<file path="src/rtl/tmr_pkg.sv">
// package: register map, fields, modes and timing for the 8-bit timer/event counter
package tmr_pkg;
  localparam int ADDR_W = 4;
  localparam logic [ADDR_W-1:0] OFF_CONTROL = 4'h0;
  localparam logic [ADDR_W-1:0] OFF_COUNT = 4'h4;
  localparam logic [ADDR_W-1:0] OFF_IRQ_STATUS = 4'h8;
  localparam logic [ADDR_W-1:0] OFF_IRQ_MASK = 4'hC;
  localparam int BIT_MODE_HI = 7;
  localparam int BIT_MODE_LO = 6;
  localparam int BIT_ENABLE = 4;
  localparam int BIT_EDGE = 3;
  localparam int BIT_PSC_HI = 2;
  localparam int BIT_PSC_LO = 0;
  localparam int IRQ_OVF = 0;
  localparam int IRQ_PWM_DONE = 1;
  localparam logic [1:0] IRQ_BITS_MASK = 2'h3;
  localparam logic [7:0] CONTROL_RESET = 8'h08;
  localparam logic [7:0] CONTROL_WMASK = 8'hDF;
  localparam logic [7:0] COUNT_RESET = 8'h00;
  localparam logic [7:0] COUNT_FULL = 8'hFF;
  localparam logic [7:0] UNMAPPED_READ = 8'h00;
  localparam int PSC_MAX_EXP = 7;
  typedef enum logic [1:0]
  {
    MODE_UNUSED = 2'h0,
    MODE_EVENT = 2'h1,
    MODE_TIMER = 2'h2,
    MODE_PULSE = 2'h3
  } mode_t;
endpackage

</file>
<file path="src/rtl/tmr_event_counter.sv">
// 8-bit timer/event counter with avalon-mm registers
// Operation
// - timer and pulse modes use prescaled clock
// - prescale select divides source by 2^code
// - mode field: 01 event, 10 timer, 11 pulse
// - counter advances only while enable set
// - timer mode counts prescaled clock falling edges
// - event mode counts pin edge per edge select
// - overflow reloads preload, raises interrupt, continues
// - preload write while disabled loads counter
// - preload write while running updates preload only
// - count register read returns live counter
// - edge select defines pulse gate polarity
// - prescale ignored while pin clocks counter
// - timer overflow in sleep still wakes
// - event counting continues in sleep, wakes
// - pulse mode waits for starting edge
// - pulse end clears enable, ignores pin
`timescale 1ns/10ps
`default_nettype none
module tmr_event_counter
(
  input wire logic ref_clk,
  input wire logic sys_rst,
  input wire logic [tmr_pkg::ADDR_W-1:0] avs_address,
  input wire logic avs_read,
  input wire logic avs_write,
  input wire logic [31:0] avs_writedata,
  input wire logic [3:0] avs_byteenable,
  output logic [31:0] avs_readdata,
  output logic avs_waitrequest,
  input wire logic prescaler_source_tick,
  input wire logic ext_count_pin,
  output logic overflow_pulse,
  output logic wake_request,
  output logic irq
);
  import tmr_pkg::*;

  // =====================================
  // state
  logic [7:0] control_q;
  logic [7:0] control_d;
  logic [7:0] count_q;
  logic [7:0] count_d;
  logic [7:0] preload_q;
  logic [7:0] preload_d;
  logic [1:0] status_q;
  logic [1:0] status_d;
  logic [1:0] mask_q;
  logic [1:0] mask_d;
  logic armed_q;
  logic armed_d;
  logic gate_q;
  logic gate_d;
  logic pin_meta_q;
  logic pin_sync_q;
  logic pin_prev_q;
  logic ack_q;
  logic ack_d;
  logic [31:0] rdata_d;
  logic ovf_d;
  logic irq_d;
  logic psc_tick;
  logic rise;
  logic fall;
  logic start_edge;
  logic stop_edge;
  logic step;
  logic enable;
  logic edge_sel;
  mode_t mode;
  logic wr_ctl;
  logic wr_cnt;
  logic wr_sts;
  logic wr_msk;
  logic [1:0] events;

  assign mode = mode_t'(control_q[BIT_MODE_HI:BIT_MODE_LO]);
  assign enable = control_q[BIT_ENABLE];
  assign edge_sel = control_q[BIT_EDGE];

  // =====================================
  // prescaler
  tmr_prescaler #(.EXP_MAX(PSC_MAX_EXP)) u_psc
  (
    .ref_clk(ref_clk),
    .sys_rst(sys_rst),
    .src_tick(prescaler_source_tick),
    .sel(control_q[BIT_PSC_HI:BIT_PSC_LO]),
    .tick(psc_tick)
  );

  // =====================================
  // pin synchroniser and edges
  always_ff @(posedge ref_clk or posedge sys_rst)
  begin
    if (sys_rst)
    begin
      pin_meta_q <= 1'b0;
      pin_sync_q <= 1'b0;
      pin_prev_q <= 1'b0;
    end
    else
    begin
      pin_meta_q <= ext_count_pin;
      pin_sync_q <= pin_meta_q;
      pin_prev_q <= pin_sync_q;
    end
  end

  assign rise = pin_sync_q & ~pin_prev_q;
  assign fall = ~pin_sync_q & pin_prev_q;
  assign start_edge = edge_sel ? rise : fall;
  assign stop_edge = edge_sel ? fall : rise;

  // =====================================
  // bus decode
  assign wr_ctl = avs_write & ~ack_q & (avs_address == OFF_CONTROL) & avs_byteenable[0];
  assign wr_cnt = avs_write & ~ack_q & (avs_address == OFF_COUNT) & avs_byteenable[0];
  assign wr_sts = avs_write & ~ack_q & (avs_address == OFF_IRQ_STATUS) & avs_byteenable[0];
  assign wr_msk = avs_write & ~ack_q & (avs_address == OFF_IRQ_MASK) & avs_byteenable[0];

  // =====================================
  // counter and control
  always_comb
  begin
    control_d = control_q;
    count_d = count_q;
    preload_d = preload_q;
    armed_d = armed_q;
    gate_d = gate_q;
    step = 1'b0;
    ovf_d = 1'b0;
    events = 2'h0;
    case (mode)
      MODE_TIMER:
      begin
        step = enable & psc_tick;
      end
      MODE_EVENT:
      begin
        step = enable & (edge_sel ? fall : rise);
      end
      MODE_PULSE:
      begin
        step = enable & gate_q & psc_tick;
        if (enable & armed_q & start_edge)
        begin
          gate_d = 1'b1;
          armed_d = 1'b0;
        end
        else if (enable & gate_q & stop_edge)
        begin
          gate_d = 1'b0;
          step = 1'b0;
          control_d[BIT_ENABLE] = 1'b0;
          events[IRQ_PWM_DONE] = 1'b1;
        end
      end
      default:
      begin
        step = 1'b0;
      end
    endcase
    if (step)
    begin
      if (count_q == COUNT_FULL)
      begin
        count_d = preload_q;
        ovf_d = 1'b1;
        events[IRQ_OVF] = 1'b1;
      end
      else
      begin
        count_d = count_q + 8'h01;
      end
    end
    if (wr_cnt)
    begin
      preload_d = avs_writedata[7:0];
      if (!enable)
      begin
        count_d = avs_writedata[7:0];
      end
    end
    if (wr_ctl)
    begin
      control_d = avs_writedata[7:0] & CONTROL_WMASK;
      // arming happens on each software enable in pulse mode
      armed_d = avs_writedata[BIT_ENABLE];
      gate_d = 1'b0;
    end
  end

  always_ff @(posedge ref_clk or posedge sys_rst)
  begin
    if (sys_rst)
    begin
      control_q <= CONTROL_RESET;
      count_q <= COUNT_RESET;
      preload_q <= COUNT_RESET;
      armed_q <= 1'b0;
      gate_q <= 1'b0;
      overflow_pulse <= 1'b0;
      wake_request <= 1'b0;
    end
    else
    begin
      control_q <= control_d;
      count_q <= count_d;
      preload_q <= preload_d;
      armed_q <= armed_d;
      gate_q <= gate_d;
      overflow_pulse <= ovf_d;
      wake_request <= ovf_d;
    end
  end

  // =====================================
  // interrupt status and mask
  always_comb
  begin
    status_d = status_q;
    mask_d = mask_q;
    if (wr_sts)
    begin
      status_d = status_q & ~avs_writedata[1:0];
    end
    status_d = status_d | events;
    if (wr_msk)
    begin
      mask_d = avs_writedata[1:0] & IRQ_BITS_MASK;
    end
    irq_d = |(status_d & mask_d);
  end

  always_ff @(posedge ref_clk or posedge sys_rst)
  begin
    if (sys_rst)
    begin
      status_q <= 2'h0;
      mask_q <= 2'h0;
      irq <= 1'b0;
    end
    else
    begin
      status_q <= status_d;
      mask_q <= mask_d;
      irq <= irq_d;
    end
  end

  // =====================================
  // avalon slave: one wait cycle, answer on second
  always_comb
  begin
    ack_d = (avs_read | avs_write) & ~ack_q;
    rdata_d = 32'h0000_0000;
    case (avs_address)
      OFF_CONTROL: rdata_d[7:0] = control_q;
      OFF_COUNT: rdata_d[7:0] = count_q;
      OFF_IRQ_STATUS: rdata_d[1:0] = status_q;
      OFF_IRQ_MASK: rdata_d[1:0] = mask_q;
      default: rdata_d[7:0] = UNMAPPED_READ;
    endcase
  end

  always_ff @(posedge ref_clk or posedge sys_rst)
  begin
    if (sys_rst)
    begin
      ack_q <= 1'b0;
      avs_readdata <= 32'h0000_0000;
      avs_waitrequest <= 1'b1;
    end
    else
    begin
      ack_q <= ack_d;
      avs_readdata <= rdata_d;
      avs_waitrequest <= ~ack_d;
    end
  end

  // =====================================
  // checks
  a_ovf_reload: assert property (@(posedge ref_clk) disable iff (sys_rst)
    (step && count_q == COUNT_FULL) |=> (count_q == $past(preload_q) || $past(wr_cnt)))
    else $error("overflow did not reload preload");
  a_ovf_pulse: assert property (@(posedge ref_clk) disable iff (sys_rst)
    (overflow_pulse && !ovf_d) |=> !overflow_pulse)
    else $error("overflow pulse longer than one cycle");
  a_stop_no_count: assert property (@(posedge ref_clk) disable iff (sys_rst)
    (!enable && !wr_cnt) |=> count_q == $past(count_q))
    else $error("counter moved while disabled");
  a_load_idle: assert property (@(posedge ref_clk) disable iff (sys_rst)
    (wr_cnt && !enable) |=> count_q == $past(avs_writedata[7:0]))
    else $error("idle preload write not loaded");
  a_load_running: assert property (@(posedge ref_clk) disable iff (sys_rst)
    (wr_cnt && enable && !step) |=> count_q == $past(count_q))
    else $error("running preload write changed counter");
  a_pulse_end: assert property (@(posedge ref_clk) disable iff (sys_rst)
    (mode == MODE_PULSE && enable && gate_q && stop_edge && !wr_ctl) |=> !enable)
    else $error("pulse end did not clear enable");
  a_pulse_wait: assert property (@(posedge ref_clk) disable iff (sys_rst)
    (mode == MODE_PULSE && !gate_q) |-> !step)
    else $error("pulse mode counted before start edge");
  a_event_edge: assert property (@(posedge ref_clk) disable iff (sys_rst)
    (mode == MODE_EVENT && enable && !wr_cnt && count_q != COUNT_FULL && (edge_sel ? fall : rise))
    |=> count_q == $past(count_q) + 8'h01)
    else $error("event edge not counted");
  a_timer_tick: assert property (@(posedge ref_clk) disable iff (sys_rst)
    (mode == MODE_TIMER && !psc_tick && !wr_cnt) |=> count_q == $past(count_q))
    else $error("timer counted without prescaled tick");
  a_read_live: assert property (@(posedge ref_clk) disable iff (sys_rst)
    (avs_read && !ack_q && avs_address == OFF_COUNT) |=> avs_readdata[7:0] == $past(count_q))
    else $error("count read not live counter");
endmodule
`default_nettype wire

</file>
<file path="src/rtl/tmr_prescaler.sv">
// prescaler: divides the source-clock enable by 2^sel, one-cycle tick out
`timescale 1ns/10ps
`default_nettype none
module tmr_prescaler
#(
  parameter int EXP_MAX = 7
)
(
  input wire logic ref_clk,
  input wire logic sys_rst,
  input wire logic src_tick,
  input wire logic [2:0] sel,
  output logic tick
);
  import tmr_pkg::*;
  logic [EXP_MAX-1:0] div_q;
  logic [EXP_MAX-1:0] div_d;
  logic tick_d;
  logic [EXP_MAX:0] wide;
  logic [EXP_MAX:0] full;
  logic [EXP_MAX-1:0] low_mask;

  // =====================================
  // divider chain
  always_comb
  begin
    div_d = div_q;
    tick_d = 1'b0;
    wide = {1'b0, div_q} + {{EXP_MAX{1'b0}}, 1'b1};
    full = ({{EXP_MAX{1'b0}}, 1'b1} << sel);
    low_mask = full[EXP_MAX-1:0] - {{(EXP_MAX-1){1'b0}}, 1'b1};
    if (src_tick)
    begin
      // falling edge of divided clock: low bits all ones before wrap
      if ((div_q & low_mask) == low_mask)
      begin
        tick_d = 1'b1;
      end
      div_d = wide[EXP_MAX-1:0];
    end
  end

  always_ff @(posedge ref_clk or posedge sys_rst)
  begin
    if (sys_rst)
    begin
      div_q <= '0;
      tick <= 1'b0;
    end
    else
    begin
      div_q <= div_d;
      tick <= tick_d;
    end
  end
endmodule
`default_nettype wire

</file>
<file path="config.mk">
export PLATFORM = sky130hd
export DESIGN_NAME = tmr_event_counter
export DESIGN_NICKNAME = d
export VERILOG_FILES = /design/src/rtl/tmr_pkg.sv /design/src/rtl/tmr_event_counter.sv /design/src/rtl/tmr_prescaler.sv
export SDC_FILE = /design/constraint.sdc
export NUM_CORES = 1
export LEC_CHECK = 0
export BUFFER_PORTS_ARGS = -buffer_cell sky130_fd_sc_hd__buf_2
export CAP_MARGIN = 20
export CORE_ASPECT_RATIO = 0.5
export CORE_MARGIN = 2
export CORE_UTILIZATION = 55
export DETAILED_ROUTE_END_ITERATION = 8
export PLACE_DENSITY_LB_ADDON = 0.08
export RECOVER_POWER = 25
export SKIP_CTS_REPAIR_TIMING = 1
export SYNTH_ARGS = -nofsm -noshare
export SYNTH_HDL_FRONTEND = slang
export SYNTH_HIERARCHICAL = 1
export SYNTH_SLANG_ARGS = --single-unit
</file>
<file path="constraint.sdc">
create_clock -name ref_clk -period 5.2 [get_ports ref_clk]
set_input_delay 1.04 -clock ref_clk [delete_from_list [all_inputs] [get_ports ref_clk]]
set_output_delay 1.04 -clock ref_clk [all_outputs]
set_load 0.05 [all_outputs]
</file>
# --- Word-level counts from Yosys, hierarchy flattened ---
# Cells that the tools add are included.
word_totals:
  regBits: 52
  output_inout_bits: 36
  word_cells: 99
classes:
  addsub: 3
  n_eq_ne: 9
  n_shift: 1
  mux: 30
  n_bitwise: 29
  n_reduce_logical: 9
ops:
  columns: ["cell", "count"]
  rows:
  - ["8-bit two-way mux", 4]
  - ["1-bit two-way mux", 20]
  - ["1-bit AND", 19]
  - ["6-bit case mux with 2 select lines", 1]
  - ["8-bit by 1-bit adder with 8-bit output, second input constant", 1]
  - ["4-bit equality test, second input constant", 2]
  - ["8-bit equality test, second input constant", 1]
  - ["2-bit case mux with 4 select lines", 1]
  - ["7-bit by 1-bit adder with 7-bit output, second input constant", 1]
  - ["7-bit AND", 1]
  - ["7-bit equality test", 1]
  - ["1-bit by 3-bit left shift with 7-bit output, first input constant", 1]
  - ["7-bit by 1-bit subtractor with 7-bit output, second input constant", 1]
  - ["2-bit nonzero test", 3]
  - ["5-bit two-way mux", 1]
  - ["2-bit AND", 2]
  - ["2-bit equality test, second input constant", 2]
  - ["4-bit by 3-bit equality test with 1-bit output, second input constant", 1]
  - ["4-bit logical NOT", 1]
  - ["2-bit two-way mux", 2]
  - ["1-bit inverter", 4]
  - ["2-bit AND reduction", 2]
  - ["1-bit case mux with 3 select lines", 1]
  - ["3-bit AND reduction", 1]
  - ["7 further kinds", 7]

# --- Depth between registers and ports, before layout ---
# Gate-level depths: netlist (run 1).
logic_depth:
  depth_word: 11
  mapped_depth: 9
  mapped_depth_nobuf: 8

# --- Modules after synthesis ---
# The synthesis (run 1) kept the hierarchy.
by_module_without_submodules:
  columns: ["module", "n_inst", "cells_per_inst", "area_per_inst_um2"]
  rows:
  - ["tmr_event_counter", 1, 228, 2317.2]
  - ["tmr_prescaler", 1, 34, 374.1]

# --- Least setup slack after synthesis (run 1) ---
# No wires, ideal clock.
synth_timing:
  path_type: "input to register"
  start: "input port avs_address[2] (netlist name)"
  end: "register irq"
  setup_time_ns: 0.121
  t_arrival_ns: 2.330
  required_ns: 5.079
  setup_slack_ns: 2.749
  cell_stages: 5
  cell_sequence: "clkbuf_1 -> nand2_1 -> nor2_1 -> mux2_2 -> a22o_1"
synth_lines:
  columns: ["element", "line_no", "rtl"]
  rows:
  - ["start, declared", "tmr_event_counter.sv:25", "input wire logic [tmr_pkg::ADDR_W-1:0] avs_address,"]
  - ["4-bit equality test", "tmr_event_counter.sv:122", "assign wr_msk = avs_write & ~ack_q & (avs_address == OFF_IRQ_MASK) & avs_byteenable[0];"]
  - ["1-bit AND (2 in series)", "tmr_event_counter.sv:122", null]
  - ["2-bit two-way mux", "tmr_event_counter.sv:231", "if (wr_msk)"]
  - ["net mask_d[0]", "tmr_event_counter.sv:51", "logic [1:0] mask_d;"]
  - ["2-bit AND", "tmr_event_counter.sv:235", "irq_d = |(status_d & mask_d);"]
  - ["2-bit OR reduction", "tmr_event_counter.sv:235", null]
  - ["net irq_d", "tmr_event_counter.sv:63", "logic irq_d;"]
  - ["end signal, assigned", "tmr_event_counter.sv:250", "irq <= irq_d;"]
  - ["end, declared", "tmr_event_counter.sv:36", "output logic irq"]
# The timed path passes the listed nets, and every way through them passes these cells.
# A chain may end at the register's enable or synchronous reset.

==> results of run 1 <==
-- flip-flops by register name (all words and copies together), names as in the netlist, 2 cells and up --
signal and cells:
avs_readdata 8, count_q 8, preload_q 8, control_q 7
u_psc/div_q 7, mask_q 2, status_q 2
-- worst paths after layout --
check	to	slack, ns	depth (start not counted)
min	pin_sync_q$_DFF_PP0_	0.37	0
max reg2reg	count_q[6]$_DFF_PP0_	3.05	8
min in group asynchronous	u_psc/div_q[0]$_DFFE_PP0P_	0.67	2
min reg2reg	pin_sync_q$_DFF_PP0_	0.37	0
max	count_q[1]$_DFF_PP0_	2.23	3
max in group ref_clk	count_q[0]$_DFF_PP0_	2.54	5
-- synth_stat cells, drive strengths merged, types with 2 or more instances --
library cell  number
mux2i              9
and3               2
nand2             40
and2               4
nor2              21
a22o               3
buf               29
a21oi              6
a21o               3
nand3b             2
dfstp              2
xnor2              3
or3                2
or2                2
nor3               3
o21ai             14
clkbuf             5
nand3              5
a211oi             2
mux2              11
a311oi             2
inv               11
ha                 5
nand4              4
a31oi              2
dfrtp             50
mux4               2
xor2               4
-- cell families (layout without fill, tap and decap cells) --
family | after synthesis | in the layout | synth area share, %
other | 1 | 24 | 0.139
buffers and inverters | 45 | 50 | 10.6
AO/OA/AOI/OAI | 40 | 40 | 10.8
flip-flops | 52 | 52 | 48.4
multiplexers | 22 | 22 | 9.62
adder cells (fa/ha/maj) | 5 | 5 | 2.32
XOR/XNOR | 7 | 7 | 2.28
AND/OR/NAND/NOR | 90 | 90 | 15.9
-- report_power, final --
part | internal [W] | switching [W] | leakage (nW)
clock | 0.000109 | 0.000130 | 0.0455
sequential | 0.000506 | 0.000115 | 0.650
combinational | 0.000148 | 0.000208 | 0.686
total | 0.000763 | 0.000453 | 1.38
-- metrics by stage --
stage                     hold WS, ns  setup WS [ns]  utilization [%]
after global placement          0.332           2.23             61.0
after floorplan                 0.331           2.75                -
after detailed placement        0.344           2.19             61.0
final                           0.365           2.23             62.7
after CTS                       0.365           2.52             62.9
after global routing            0.371           1.72             62.7
-- area by class of cell --
class / instances / area, um^2
Clock buffer: 8 / 90.1
Fill cell: 388 / 1700
Sequential cell: 52 / 1300
Multi-Input combinational cell: 188 / 1180
Inverter: 11 / 41.3
Tap cell: 66 / 82.6
Timing Repair Buffer: 31 / 151
-- cell usage in the layout, fill, tap and decap left out, types with 3 or more instances in the layout --
master	Yosys	final
a21o_1	3	3
xnor2_1	3	3
nor2_1	20	20
mux2_2	11	11
buf_2	2	28
a21oi_1	6	6
mux2i_1	9	9
a22o_1	3	3
nand3_1	5	5
and2_1	4	4
conb_1	1	24
nand2_1	39	39
dfrtp_1	50	50
xor2_1	4	4
clkbuf_1	5	5
inv_1	11	10
ha_1	5	5
o21ai_0	11	11
nand4_1	4	4
clkbuf_8	0	6
-- layer usage --
layer	track usage, %	wire, um	up-vias
met5	0	0	-
met4	6.58	39	0
met3	2.77	224	6
met2	32.9	2380	49
met1	30.5	2540	951
li1	-	-	899
==> flow_summary.json, run 1 <==
{
  "antenna_found_initial": 0,
  "cts_sinks": 52,
  "layout.nets": 340,
  "core_area_um2": 4550,
  "ir_drop_mv": 0.203,
  "violations": "capacitance limit, slew limit",
  "crit_fanout": 44,
  "dp_hpwl_um": 3740,
  "grt.total_usage_pct": 21.0,
  "fin_skew_ns": 0.00835,
  "dieArea_um2": 5500,
  "reg2reg_from": "control_q[6]$_DFFE_PP0P_",
  "htree_levels": 2,
  "ant_nets": 0,
  "drc": 0,
  "clk_latency_ns": 0.31,
  "cts_root_buf": "clkbuf_8",
  "dr.pass1.iters": 4,
  "chipHeight_um": 53.5,
  "dp_cells": 348,
  "min_period_ns": 2.97,
  "cts_buffers": 5,
  "syn-instance-count": 262,
  "crit_start": "sys_rst",
  "arrival_ns": 2.90,
  "place_area_um2": 2780,
  "ios": 82,
  "worstMarginPinSlew_ns": 2.39,
  "port_buffers": 30,
  "yosysWarnings": 6,
  "worst_hold_startpoint": "pin_meta_q$_DFF_PP0_",
  "die_w_um": 103,
  "final_cells": 356,
  "n_antenna_cell": 0,
  "viasPerCell": 5.35,
  "yosysTopAreaCell": "dfrtp_1",
  "clkTransAtPathRegs_ns": 0.09,
  "synth-seq-cells": 52,
  "status": "complete, but fails checks",
  "cp.required_ns": 5.13,
  "crit_type": "in -> async",
  "hold_class": "reg -> reg",
  "power_density_nw_per_um2": 426,
  "cap_violations": 1,
  "place.gp.congestion": 0.828,
  "finalPower_w": 0.00122,
  "drv_slew": 45,
  "max_clock_freq_mhz": 337,
  "area_growth_pct": 6.00,
  "cpPeakStageDelay_ns": 1.68,
  "grt_pass1_vias": 1772,
  "hold_viol": 0,
  "grt_start_max_net_pins": 45,
  "avgSynthCellArea_um2": 10.3,
  "cts_buffer_depth": 2,
  "synth_area_um2": 2690,
  "grt_pass1_wl_um": 8580,
  "path_buf_inv": 3,
  "wl_per_cell_um": 14.6,
  "synth_enable_flop_cells": 0,
  "synth.top_cell.area_share_pct": 46.5,
  "layout-drive-gt1-share_pct": 20.3,
  "cp-start-kind": "primary input",
  "wl_um": 5180,
  "critPathTopFamily": "buffers and inverters",
  "slew_headroom_pct": -59.3,
  "initial_utilization_pct": 59.1,
  "dr.first_iter.drc_count": 81,
  "vias": 1905,
  "ys.flop_type": "dfrtp_1",
  "cts_tree": "yes",
  "period_share_pct": 57.1,
  "finalInstanceArea_um2": 2850,
  "path_cells": "buf_2, clkinv_1, clkbuf_1",
  "rows": 17,
  "cp-end-kind": "async pin",
  "crit_slowest_cell": "clkbuf_1",
  "synth_area_leaders": "dfrtp_1 46%, buf_4 7.0%, nand2_1 5.4%",
  "setup_viol_count_final": 0,
  "rsz0062_at_grt": "no",
  "overflow": 0,
  "synth.yosys.seq_area_share_pct": 48.4,
  "total_leakage_power_nw": 1.38,
  "fin_setup_tns_ns": 0,
  "async_flop_share_pct": 100,
  "synth.distinct_cells": 52
}
No activity file was read; power rests on OpenSTA's default activity.
==> run 2, diff against run 1 <==
--- a/config.mk
+++ b/config.mk
@@ -9,7 +9,7 @@
 export CAP_MARGIN = 20
 export CORE_ASPECT_RATIO = 0.5
 export CORE_MARGIN = 2
-export CORE_UTILIZATION = 55
+export CORE_UTILIZATION = 46
 export DETAILED_ROUTE_END_ITERATION = 8
 export PLACE_DENSITY_LB_ADDON = 0.08
 export RECOVER_POWER = 25
==> constraint.sdc (replaced) <==
create_clock -name ref_clk -period 2.4 [get_ports ref_clk]
set_input_delay 0.48 -clock ref_clk [delete_from_list [all_inputs] [get_ports ref_clk]]
set_output_delay 0.48 -clock ref_clk [all_outputs]
set_load 0.05 [all_outputs]
==> flow_summary.json, run 2 (synthesis gave the netlist of run 1 again) <==
{
  "area_growth_pct": 10.1,
  "hold_viol": 0,
  "setup_viol_count_final": 0,
  "cpPeakStageDelay_ns": 0.43,
  "port_buffers": 30,
  "rows": 19,
  "dp_cells": 360,
  "min_period_ns": 2.15,
  "max_clock_freq_mhz": 465,
  "final_cells": 368,
  "die_w_um": 112,
  "cp-start-kind": "flip-flop",
  "vias": 1881,
  "crit_fanout": 15,
  "slew_headroom_pct": 28.4,
  "rsz0062_at_grt": "no",
  "arrival_ns": 2.32,
  "cap_violations": 0,
  "drc": 0,
  "dr.first_iter.drc_count": 77,
  "grt.total_usage_pct": 16.8,
  "total_leakage_power_nw": 1.44,
  "post-route-util_pct": 53.3,
  "core_area_um2": 5560,
  "wl_per_cell_um": 14.1,
  "path_cells": "inv_1, ha_1, nand3b_1, nor3_1, mux2i_1, o21ai_4, o21ai_2, a222oi_1",
  "crit_slowest_cell": "o21ai_4",
  "p_seq_share_pct": 47.4,
  "drv_slew": 0,
  "cts_sinks": 52,
  "intPower_w": 0.00184,
  "r2r_end": "count_q[0]$_DFF_PP0_",
  "hold_class": "in -> async",
  "initial_utilization_pct": 48.4,
  "fin_setup_tns_ns": 0,
  "viasPerCell": 5.11,
  "cts_buffers": 5,
  "r2r_slack_ns": 0.25,
  "largest_registers": "avs_readdata x8, count_q x8, preload_q x8",
  "overflow": 0,
  "status": "finished, final reports clean",
  "place.gp.congestion": 0.746,
  "p_comb_share_pct": 27.4,
  "ant_nets": 0,
  "fin_skew_ns": 0.00465,
  "antenna_found_initial": 0,
  "power_density_nw_per_um2": 959,
  "dp_hpwl_um": 3840,
  "wl_um": 5200,
  "period_share_pct": 89.7,
  "cp-end-kind": "flip-flop",
  "swShare_pct": 35.3,
  "chipHeight_um": 58.1,
  "rr_worst_depth": 8,
  "worstMarginPinSlew_ns": 1.07,
  "clk_latency_ns": 0.29,
  "cp.required_ns": 2.57,
  "cts_root_buf": "clkbuf_16",
  "layout-drive-gt1-share_pct": 22.7,
  "crit_type": "reg -> reg",
  "clkTransAtPathRegs_ns": 0.06,
  "ios": 82,
  "reg2reg_from": "control_q[6]$_DFFE_PP0P_",
  "grt_pass1_wl_um": 8580,
  "power_frac_clock_pct": 25.2,
  "cts_buffer_depth": 2,
  "dieArea_um2": 6520,
  "cts_tree": "yes",
  "n_antenna_cell": 0,
  "mostFrequentLayoutCells": "50 x dfrtp_1, 39 x nand2_1, 29 x buf_2, 24 x conb_1, 20 x nor2_1",
  "grt_pass1_vias": 1738,
  "htree_levels": 2,
  "finalPower_w": 0.00284,
  "hold_slack_ns": 0.125,
  "grt_start_max_net_pins": 45,
  "mostFrequentLayoutCell": "dfrtp_1",
  "crit_start": "control_q[6]$_DFFE_PP0P_",
  "dr.pass1.iters": 4,
  "layout.nets": 345,
  "p_sw_w": 0.00100,
  "ir_drop_mv": 0.497
}
run 2: per-layer routing:
layer | wire (um) | share of wire [%] | global-route usage, % | vias to the layer above
met5 | 0 | 0 | 0 | -
met4 | 34 | 0.65 | 2.61 | 0
met3 | 299 | 5.7 | 3.45 | 4
met2 | 2270 | 44 | 26.9 | 48
met1 | 2600 | 50 | 24.6 | 916
li1 | - | - | - | 913
run 2: how the worst max path moves through the flow:
stage | cells past startpoint | end | slack (ns)
finish | 8 | count_q[0]$_DFF_PP0_ | 0.25
global route | 8 | count_q[0]$_DFF_PP0_ | 0.06
CTS | 8 | count_q[0]$_DFF_PP0_ | 0.20
detailed placement | 6 | count_q[2]$_DFF_PP0_ | 0.28
global placement | 6 | count_q[2]$_DFF_PP0_ | 0.31
floorplan | 5 | irq$_DFF_PP0_ | 0.51
run 2: power by group through the flow:
stage | Combinational (W) | Sequential, W | Clock [W]
detailed placement | 0.000779 | 0.00136 | 0
global route | 0.000876 | 0.00139 | 0.000775
CTS | 0.000787 | 0.00135 | 0.000734
floorplan | 0.000658 | 0.00132 | 0
finish | 0.000779 | 0.00135 | 0.000715
global placement | 0.000758 | 0.00136 | 0
run 2: layout make-up:
type / count / area [um^2]
clock buffers: 8 / 146
fillers: 535 / 2600
inverters: 11 / 41.3
multi-input cells: 188 / 1190
flip-flops and latches: 52 / 1300
well taps: 73 / 91.3
repair buffers: 36 / 191
run 2: critical path: cells and delay by family (launching register included):
family / cells / cell delay (ns)
fa+ha+maj: 1 / 0.21
flops: 1 / 0.41
compound gates: 3 / 0.83
simple gates: 2 / 0.35
mux: 1 / 0.14
buf+inv: 1 / 0.08
run 2: metrics by stage:
step	setup slack (ns)	instance area, um^2
floorplan	0.509	2780
global placement	0.312	2820
detailed placement	0.276	2820
CTS	0.202	2970
global route	0.0634	2960
finish	0.247	2960
==> run 3, diff against run 2 <==
--- a/config.mk
+++ b/config.mk
@@ -9,7 +9,7 @@
 export CAP_MARGIN = 20
 export CORE_ASPECT_RATIO = 0.5
 export CORE_MARGIN = 2
-export CORE_UTILIZATION = 46
+export CORE_UTILIZATION = 55
 export DETAILED_ROUTE_END_ITERATION = 8
 export PLACE_DENSITY_LB_ADDON = 0.08
 export RECOVER_POWER = 25
==> constraint.sdc (replaced) <==
create_clock -name ref_clk -period 2.8 [get_ports ref_clk]
set_input_delay 0.56 -clock ref_clk [delete_from_list [all_inputs] [get_ports ref_clk]]
set_output_delay 0.56 -clock ref_clk [all_outputs]
set_load 0.05 [all_outputs]
==> flow_summary.json, run 3 (synthesis gave the netlist of run 1 again) <==
{
  "status": "finished, final reports clean",
  "ios": 82,
  "grt.total_usage_pct": 20.1,
  "dr.first_iter.drc_count": 96,
  "cp-start-kind": "flip-flop",
  "wl_per_cell_um": 14.2,
  "drc": 0,
  "layout-drive-gt1-share_pct": 22.3,
  "chipHeight_um": 53.5,
  "rows": 17,
  "cts_buffer_depth": 2,
  "hold_viol": 0,
  "n_antenna_cell": 0,
  "fin_setup_tns_ns": 0,
  "drv_slew": 0,
  "mostFrequentLayoutCell": "dfrtp_1",
  "hold_slack_ns": 0.191,
  "cts_tree": "yes",
  "cts_root_buf": "clkbuf_8",
  "finalPower_w": 0.00226,
  "arrival_ns": 2.33,
  "clkTransAtPathRegs_ns": 0.09,
  "ir_drop_mv": 0.405,
  "total_leakage_power_nw": 1.41,
  "fill_cells": 381,
  "fin_skew_ns": 0.00647,
  "dr.pass1.iters": 6,
  "power_density_nw_per_um2": 780,
  "slew_headroom_pct": 39.1,
  "cts_buffers": 5,
  "overflow": 0,
  "min_period_ns": 2.14,
  "antenna_found_initial": 0,
  "grt_start_max_net_pins": 25,
  "dp_hpwl_um": 3740,
  "place.gp.congestion": 0.817,
  "initial_utilization_pct": 59.1,
  "cts_sinks": 52,
  "wl_um": 5080,
  "setup_viol_count_final": 0,
  "fin_ws_ns": 0.664,
  "htree_levels": 2,
  "post-route-util_pct": 63.6,
  "cap_violations": 0,
  "mostFrequentLayoutCells": "50 x dfrtp_1, 39 x nand2_1, 30 x buf_2, 24 x conb_1, 20 x nor2_1",
  "worstMarginPinSlew_ns": 0.908,
  "cp-end-kind": "flip-flop",
  "grt_pass1_vias": 1657,
  "dieArea_um2": 5500,
  "period_share_pct": 76.3,
  "clk_latency_ns": 0.30,
  "layout.nets": 342,
  "hold_class": "in -> async",
  "core_area_um2": 4550,
  "rsz0062_at_grt": "no",
  "die_w_um": 103,
  "crit_fanout": 15,
  "max_clock_freq_mhz": 468,
  "crit_type": "reg -> reg",
  "largest_registers": "avs_readdata x8, count_q x8, preload_q x8",
  "area_growth_pct": 7.48,
  "dp_slack_ns": 0.541,
  "vias": 1872,
  "ant_nets": 0,
  "cp.required_ns": 2.99,
  "viasPerCell": 5.23,
  "port_buffers": 30,
  "grt_pass1_wl_um": 8150
}
-- run 3: worst paths after layout --
check | from | end | slack (ns) | cells past startpoint
min in group ref_clk | ext_count_pin | pin_meta_q$_DFF_PP0_ | 0.35 | 1
setup reg to reg | control_q[6]$_DFFE_PP0P_ | count_q[0]$_DFF_PP0_ | 0.66 | 8
hold / removal | sys_rst | u_psc/div_q[0]$_DFFE_PP0P_ | 0.19 | 2
max in group asynchronous | sys_rst | preload_q[2]$_DFFE_PP0P_ | 1.91 | 3
hold reg to reg | pin_meta_q$_DFF_PP0_ | pin_sync_q$_DFF_PP0_ | 0.36 | 0
setup / recovery | control_q[6]$_DFFE_PP0P_ | count_q[0]$_DFF_PP0_ | 0.66 | 8
-- run 3: per-stage QoR --
stage          cell area [um^2]  std cells
4_1_cts                    2890        358
5_1_grt                    2890        358
6_report                   2890        358
2_1_floorplan              2780        285
3_5_place_dp               2800        350
3_3_place_gp               2800        350
-- run 3: worst max-delay path, cell delays in order (launching register included) --
cell	delay, ns
dfrtp_1	0.41
inv_1	0.09
ha_1	0.21
nand3b_1	0.19
nor3_1	0.16
mux2i_1	0.14
o21ai_4	0.44
o21ai_2	0.09
a222oi_1	0.29
-- run 3: power by group --
| part | switching, W | leakage (nW) | total, W | internal (W) |
|---|---|---|---|---|
| logic | 0.000385 | 0.713 | 0.000663 | 0.000279 |
| clock network | 0.000235 | 0.0455 | 0.000437 | 0.000202 |
| registers | 0.000215 | 0.650 | 0.00116 | 0.000940 |
-- run 3: area by class of cell --
class                           count  area [um^2]  area share, %
Sequential cell                    52         1300           45.1
Multi-Input combinational cell    188         1190           41.1
Timing Repair Buffer               33          185           6.40
Clock buffer                        8         90.1           3.11
Tap cell                           66         82.6           2.85
Inverter                           11         41.3           1.43
-- run 3: layer usage --
layer | global-route usage, % | vias up | part of all wire, %
met5 | 0 | - | 0
met4 | 5.92 | 0 | 0.77
met3 | 3.57 | 7 | 5.0
met2 | 29.7 | 51 | 44
met1 | 30.2 | 907 | 51
li1 | - | 907 | -
